`config.mk`:
```
export PLATFORM = sky130hd
export DESIGN_NAME = esr_top
export DESIGN_NICKNAME = d
export VERILOG_FILES = /design/src/esr_pkg.sv /design/src/esr_pulse_gen.sv /design/src/esr_top.sv
export SDC_FILE = /design/constraint.sdc
export NUM_CORES = 1
export LEC_CHECK = 0
export BUFFER_PORTS_ARGS = -buffer_cell sky130_fd_sc_hd__buf_4
export CAP_MARGIN = 20
export CORE_MARGIN = 8
export CORE_UTILIZATION = 37
export CTS_CLUSTER_DIAMETER = 60
export DETAILED_ROUTE_END_ITERATION = 10
export HOLD_SLACK_MARGIN = 0.08
export PLACE_DENSITY = 0.81
export SETUP_SLACK_MARGIN = 0.2
export SLEW_MARGIN = 10
export SYNTH_ARGS = -nofsm -noshare
export SYNTH_HDL_FRONTEND = slang
export SYNTH_SLANG_ARGS = --single-unit
```
`constraint.sdc`:
```
create_clock -name i_clk -period 2.66 [get_ports i_clk]
set_input_delay 0.665 -clock i_clk [delete_from_list [all_inputs] [get_ports i_clk]]
set_output_delay 0.665 -clock i_clk [all_outputs]
set_load 0.01 [all_outputs]
```
`src/esr_pkg.sv`:
```
// Package: constants for the Ethernet soft reset control block
package esr_pkg;
    // ------------------------------------------------------------------
    // Register map
    // ------------------------------------------------------------------
    localparam logic [7:0]  ESR_SUBSYS_RESET_OFFS  = 8'h00;
    localparam logic [7:0]  ESR_STATUS_OFFS        = 8'h04;
    localparam logic [31:0] ESR_SUBSYS_RESET_RST   = 32'h0000_0000;
    localparam int          ESR_TRIGGER_BIT        = 0;
    localparam int          ESR_STATUS_ACTIVE_BIT  = 0;
    // ------------------------------------------------------------------
    // Timing
    // ------------------------------------------------------------------
    localparam int          ESR_PULSE_CYCLES       = 64;
    localparam int          ESR_CNT_W              = 7;
    localparam logic [6:0]  ESR_CNT_LAST           = 7'(ESR_PULSE_CYCLES - 1);
    localparam logic [6:0]  ESR_CNT_RST            = 7'h00;
    // ------------------------------------------------------------------
    // States
    // ------------------------------------------------------------------
    typedef enum logic [0:0] {
        ESR_IDLE  = 1'b0,
        ESR_PULSE = 1'b1
    } esr_state_t;
endpackage

```
`src/esr_pulse_gen.sv`:
```
// Reset pulse generator: fixed-length active pulse with restart
`timescale 1ns/100ps
`default_nettype none
module esr_pulse_gen
    import esr_pkg::*;
(
    input  wire logic i_clk,
    input  wire logic i_resetn,
    input  wire logic i_start,
    output logic      o_active
);
    esr_state_t          state_reg;
    esr_state_t          state_next;
    logic [ESR_CNT_W-1:0] cnt_reg;
    logic [ESR_CNT_W-1:0] cnt_next;

    // ------------------------------------------------------------------
    // Next state
    // ------------------------------------------------------------------
    always_comb begin
        state_next = state_reg;
        cnt_next   = cnt_reg;
        case (state_reg)
            ESR_IDLE: begin
                if (i_start) begin
                    state_next = ESR_PULSE;
                    cnt_next   = ESR_CNT_RST;
                end
            end
            ESR_PULSE: begin
                if (i_start) begin
                    cnt_next = ESR_CNT_RST;
                end else if (cnt_reg == ESR_CNT_LAST) begin
                    state_next = ESR_IDLE;
                    cnt_next   = ESR_CNT_RST;
                end else begin
                    cnt_next = cnt_reg + 7'h01;
                end
            end
            default: begin
                state_next = ESR_IDLE;
                cnt_next   = ESR_CNT_RST;
            end
        endcase
    end

    // ------------------------------------------------------------------
    // Registers
    // ------------------------------------------------------------------
    always_ff @(posedge i_clk or negedge i_resetn) begin
        if (!i_resetn) begin
            state_reg <= ESR_IDLE;
            cnt_reg   <= ESR_CNT_RST;
        end else begin
            state_reg <= state_next;
            cnt_reg   <= cnt_next;
        end
    end

    assign o_active = (state_reg == ESR_PULSE);
endmodule
`default_nettype wire

```
`src/esr_top.sv`:
```
// Top: Ethernet soft reset control with classic Wishbone slave
//
// The register addresses and the Wishbone register port were chosen for this implementation.
`timescale 1ns/100ps
`default_nettype none
module esr_top
    import esr_pkg::*;
(
    input  wire logic        i_clk,
    input  wire logic        i_resetn,
    input  wire logic        i_wb_cyc,
    input  wire logic        i_wb_stb,
    input  wire logic        i_wb_we,
    input  wire logic [7:0]  i_wb_adr,
    input  wire logic [3:0]  i_wb_sel,
    input  wire logic [31:0] i_wb_dat,
    output logic [31:0]      o_wb_dat,
    output logic             o_wb_ack,
    output logic             o_wb_err,
    output logic             o_mac_core_resetn,
    output logic             o_dma_engine_resetn,
    output logic             o_soft_reset_active
);
    logic        ack_reg;
    logic        ack_next;
    logic        err_reg;
    logic        err_next;
    logic [31:0] dat_reg;
    logic [31:0] dat_next;
    logic        start_reg;
    logic        start_next;
    logic        active;
    logic        req;

    // ------------------------------------------------------------------
    // Address decode
    // ------------------------------------------------------------------
    function automatic logic esr_mapped(input logic [7:0] adr);
        return (adr == ESR_SUBSYS_RESET_OFFS) || (adr == ESR_STATUS_OFFS);
    endfunction

    assign req = i_wb_cyc && i_wb_stb && !ack_reg && !err_reg;

    // ------------------------------------------------------------------
    // Bus next values
    // ------------------------------------------------------------------
    always_comb begin
        ack_next   = 1'b0;
        err_next   = 1'b0;
        dat_next   = dat_reg;
        start_next = 1'b0;
        if (req) begin
            if (esr_mapped(i_wb_adr)) begin
                ack_next = 1'b1;
                dat_next = 32'h0000_0000;
                if (!i_wb_we && i_wb_adr == ESR_STATUS_OFFS) begin
                    dat_next[ESR_STATUS_ACTIVE_BIT] = active;
                end
                if (i_wb_we && i_wb_adr == ESR_SUBSYS_RESET_OFFS && i_wb_sel[0]
                    && i_wb_dat[ESR_TRIGGER_BIT]) begin
                    start_next = 1'b1;
                end
            end else begin
                err_next = 1'b1;
                dat_next = 32'h0000_0000;
            end
        end
    end

    // ------------------------------------------------------------------
    // Bus registers
    // ------------------------------------------------------------------
    always_ff @(posedge i_clk or negedge i_resetn) begin
        if (!i_resetn) begin
            ack_reg   <= 1'b0;
            err_reg   <= 1'b0;
            dat_reg   <= ESR_SUBSYS_RESET_RST;
            start_reg <= 1'b0;
        end else begin
            ack_reg   <= ack_next;
            err_reg   <= err_next;
            dat_reg   <= dat_next;
            start_reg <= start_next;
        end
    end

    // ------------------------------------------------------------------
    // Pulse generator
    // ------------------------------------------------------------------
    esr_pulse_gen u_pulse (
        .i_clk    (i_clk),
        .i_resetn (i_resetn),
        .i_start  (start_reg),
        .o_active (active)
    );

    // Only MAC core and DMA engine see the reset
    assign o_mac_core_resetn   = !active;
    assign o_dma_engine_resetn = !active;
    assign o_soft_reset_active = active;
    assign o_wb_ack            = ack_reg;
    assign o_wb_err            = err_reg;
    assign o_wb_dat            = dat_reg;
endmodule
`default_nettype wire

```
==> key figures <==
Outcome
  • Status: finished, final reports clean

Route
  • # DRC: 0
  • Post-route ant nets: 0
  • Wirelength, routed: 1588 um
  • Avg WL per Cell: 11.76 um
  • Initial DRT Pass Iterations: 4
  • Vias per cell: 4.289
  • Total number of vias: 579
  • Initial drt markers: 12

Die
  • DIE WIDTH: 63.21 um
  • Core outline area: 2170 um^2
  • Row Count: 17
  • Initial core utilization: 0.3800
  • Chip height: 63.21 um
  • Die area: 3995 um^2
  • # IOs: 86

Synthesis
  • Syn_area_per_cell: 9.477 um^2
  • Synth top area cells: dfrtp_1 (36%), buf_4 (29%), nand2_1 (2.7%)
  • Cell taking the most area after synthesis: dfrtp_1
  • Mapped cell area: 824.5 um^2
  • Synth Flop Type: dfrtp_1
  • Yosys top cell area share: 0.3642
  • Yosys cell types: 28
  • Flops & latches, synth: 12
  • Most frequent cell after synthesis: buf_4
  • Sequential-to-total area share from yosys stat: 0.3642
  • Async S/R FF share, synth: 1.000
  • Warnings, synthesis: 0
  • Post-synth top cells: buf_4 (32), dfrtp_1 (12), nand2_1 (6), nor2_1 (5), o21ai_0 (3)
  • Number of synthesized flops with an enable pin: 0
  • Cells after Synth: 87

Timing
  • Post-Route Setup TNS: 0 ps
  • Worst Skew: 6.593 ps
  • RSZ-0062 raised after global routing: false
  • Setup Viol. Count Final: 0
  • Shortest period the worst path allows: 1750 ps
  • Final slew viol count: 0
  • Fmax: 0.5713 GHz
  • Final Hold Viols: 0
  • Fin crit share: 0.6581

Final layout
  • Fin util: 0.4164
  • Number of flip-flops in the largest register: 7
  • Fin area: 903.4 um^2
  • FF/Latch Area: 300.3 um^2
  • Fin nets: 158
  • Fillers: 228
  • Area occupied by multi-input gates: 371.6 um^2
  • Synthesis-to-finish area growth: 9.560%
  • Share of cells above drive strength 1: 0.2617
  • Antenna cells: 0

Place
  • Gp weighted congestion: 0.8558
  • Hpwl dp: 1343 um
  • # port buffers: 20
  • Area after DPL: 867.1 um^2

Worst setup path
  • Flop-to-flop setup slack: 1370 ps
  • Highest-delay cell along the critical path: dfrtp_1
  • Reg2reg start: u_pulse.o_active
  • Worst setup startpoint: u_pulse.o_active
  • Largest stage delay, worst path: 590 ps
  • Critical Path Stages: 2
  • CP arrival: 1090 ps
  • CP required: 2000 ps
  • Cell family with most CP delay: flip-flops
  • Worst Path Buf+Inv: 2
  • CP Launch Type: register
  • Worst R2R End: u_pulse.cnt_reg[5]
  • Crit-path cells: inv_4 > buf_4
  • R2R cell count: 3
  • CP Class: reg -> out
  • Critical Path End: o_dma_engine_resetn
  • Crit Path Max Fanout: 11
  • CP Capture Type: output port

Hold path
  • Hold WC Path Type: in -> async

CTS
  • # Post-CTS Setup Buffers: 0
  • Post-cts sizing count: 0
  • Clk slew on worst S/H paths: 80 ps
  • Clock latency on the worst-skew pair: 270 ps
  • CTS tree: built
  • CTS Buf Count: 3
  • Hold_buf cts: 0
  • # clock sinks: 12
  • Root Driver: clkbuf_4
  • Maximum clock insertion buffer count: 2
  • Htree depth: 1

Pwr
  • Power Dens Cells: 425.7 nW/um^2
  • Leakage: 0.4582 nW
  • Worst vdd ir: 0.1966 mV

Global route
  • Number of global-route vias before repair: 594
  • Initial antenna violation count: 0
  • Pin count of the biggest net entering global routing: 13
  • Tot GR Track Use: 0.07776
  • Total gr overflow: 0
  • First-pass GRT wire length: 2546 um

Flow run
  • Reported max-cap violation count: 0
## through the flow
stage                     power (mW)  cells  hold slack [ps]  setup slack (ps)
final                         0.3845    135            209.1             909.6
after global routing          0.4079    135            195.6             835.3
after CTS                     0.3928    135            199.7             887.6
after detailed placement      0.2439    131            473.7              1043
after global placement        0.2425    131            469.3              1042
after floorplan               0.2539    117            369.4              1233
## cell families after synthesis
logic type,count (synthesis),synth area share
other cells,1,0.004548
simple gates,23,0.1609
fa+ha+maj,1,0.01517
buf+inv,36,0.3217
compound gates,11,0.1002
xor+xnor,2,0.02125
flops,12,0.3642
mux,1,0.01214
## cell usage in the layout, fill, tap and decap left out, drive strengths merged
| cell type | count |
|---|---|
| conb | 31 |
| dfrtp | 12 |
| a311oi | 2 |
| nor2 | 5 |
| a21oi | 2 |
| o31a | 1 |
| clkbuf | 4 |
| nand4b | 1 |
| nand4 | 2 |
| nand3 | 1 |
| nand2 | 6 |
| nand4bb | 1 |
| nor3 | 2 |
| inv | 2 |
| nand2b | 2 |
| buf | 20 |
| mux2i | 1 |
| a41oi | 1 |
| o41ai | 1 |
| o22ai | 1 |
| nor4 | 1 |
| o21ai | 3 |
| nor3b | 1 |
| xor2 | 2 |
| nor2b | 1 |
| ha | 1 |
## worst min-delay path by stage
| stage | start | to | slack [ps] | depth (start not counted) |
|---|---|---|---|---|
| after floorplan | i_resetn | o_wb_ack | 370 | 0 |
| after global placement | o_wb_dat[0] | o_wb_dat[0] | 470 | 2 |
| after detailed placement | o_wb_dat[0] | o_wb_dat[0] | 470 | 2 |
| after CTS | i_resetn | u_pulse.cnt_reg[5] | 200 | 1 |
| after global routing | i_resetn | u_pulse.cnt_reg[4] | 200 | 1 |
| final | i_resetn | u_pulse.cnt_reg[3] | 210 | 1 |
## cell type report
type / count / area share
inverter: 2 / 0.01108
multi-input combinational: 69 / 0.4114
timing repair buffer: 20 / 0.1662
tap: 28 / 0.03878
clock buffer: 4 / 0.04017
sequential: 12 / 0.3324
## where the power goes
group	switching (mW)	internal (mW)	leakage, nW
clock	0.0597	0.0832	0.0210
combinational	0.0330	0.0184	0.271
sequential	0.00436	0.186	0.166
total	0.0971	0.287	0.458
## worst register-to-register path: stages, from the launching register on
cell      delay (ps)
dfrtp_1          590
inv_4             70
o31a_1           300
a311oi_1         240
## metal layers
| metal | global-route usage | part of all wire | up-vias | wire [um] |
|---|---|---|---|---|
| met1 | 0.06674 | 0.34 | 274 | 544 |
| met3 | 0.04770 | 0.088 | 2 | 139 |
| li1 | - | - | 274 | - |
| met2 | 0.1408 | 0.56 | 29 | 889 |
| met5 | 0 | 0 | - | 0 |
| met4 | 0.03343 | 0.0088 | 0 | 14 |
Note: power is estimated with default switching activity, not from simulation.
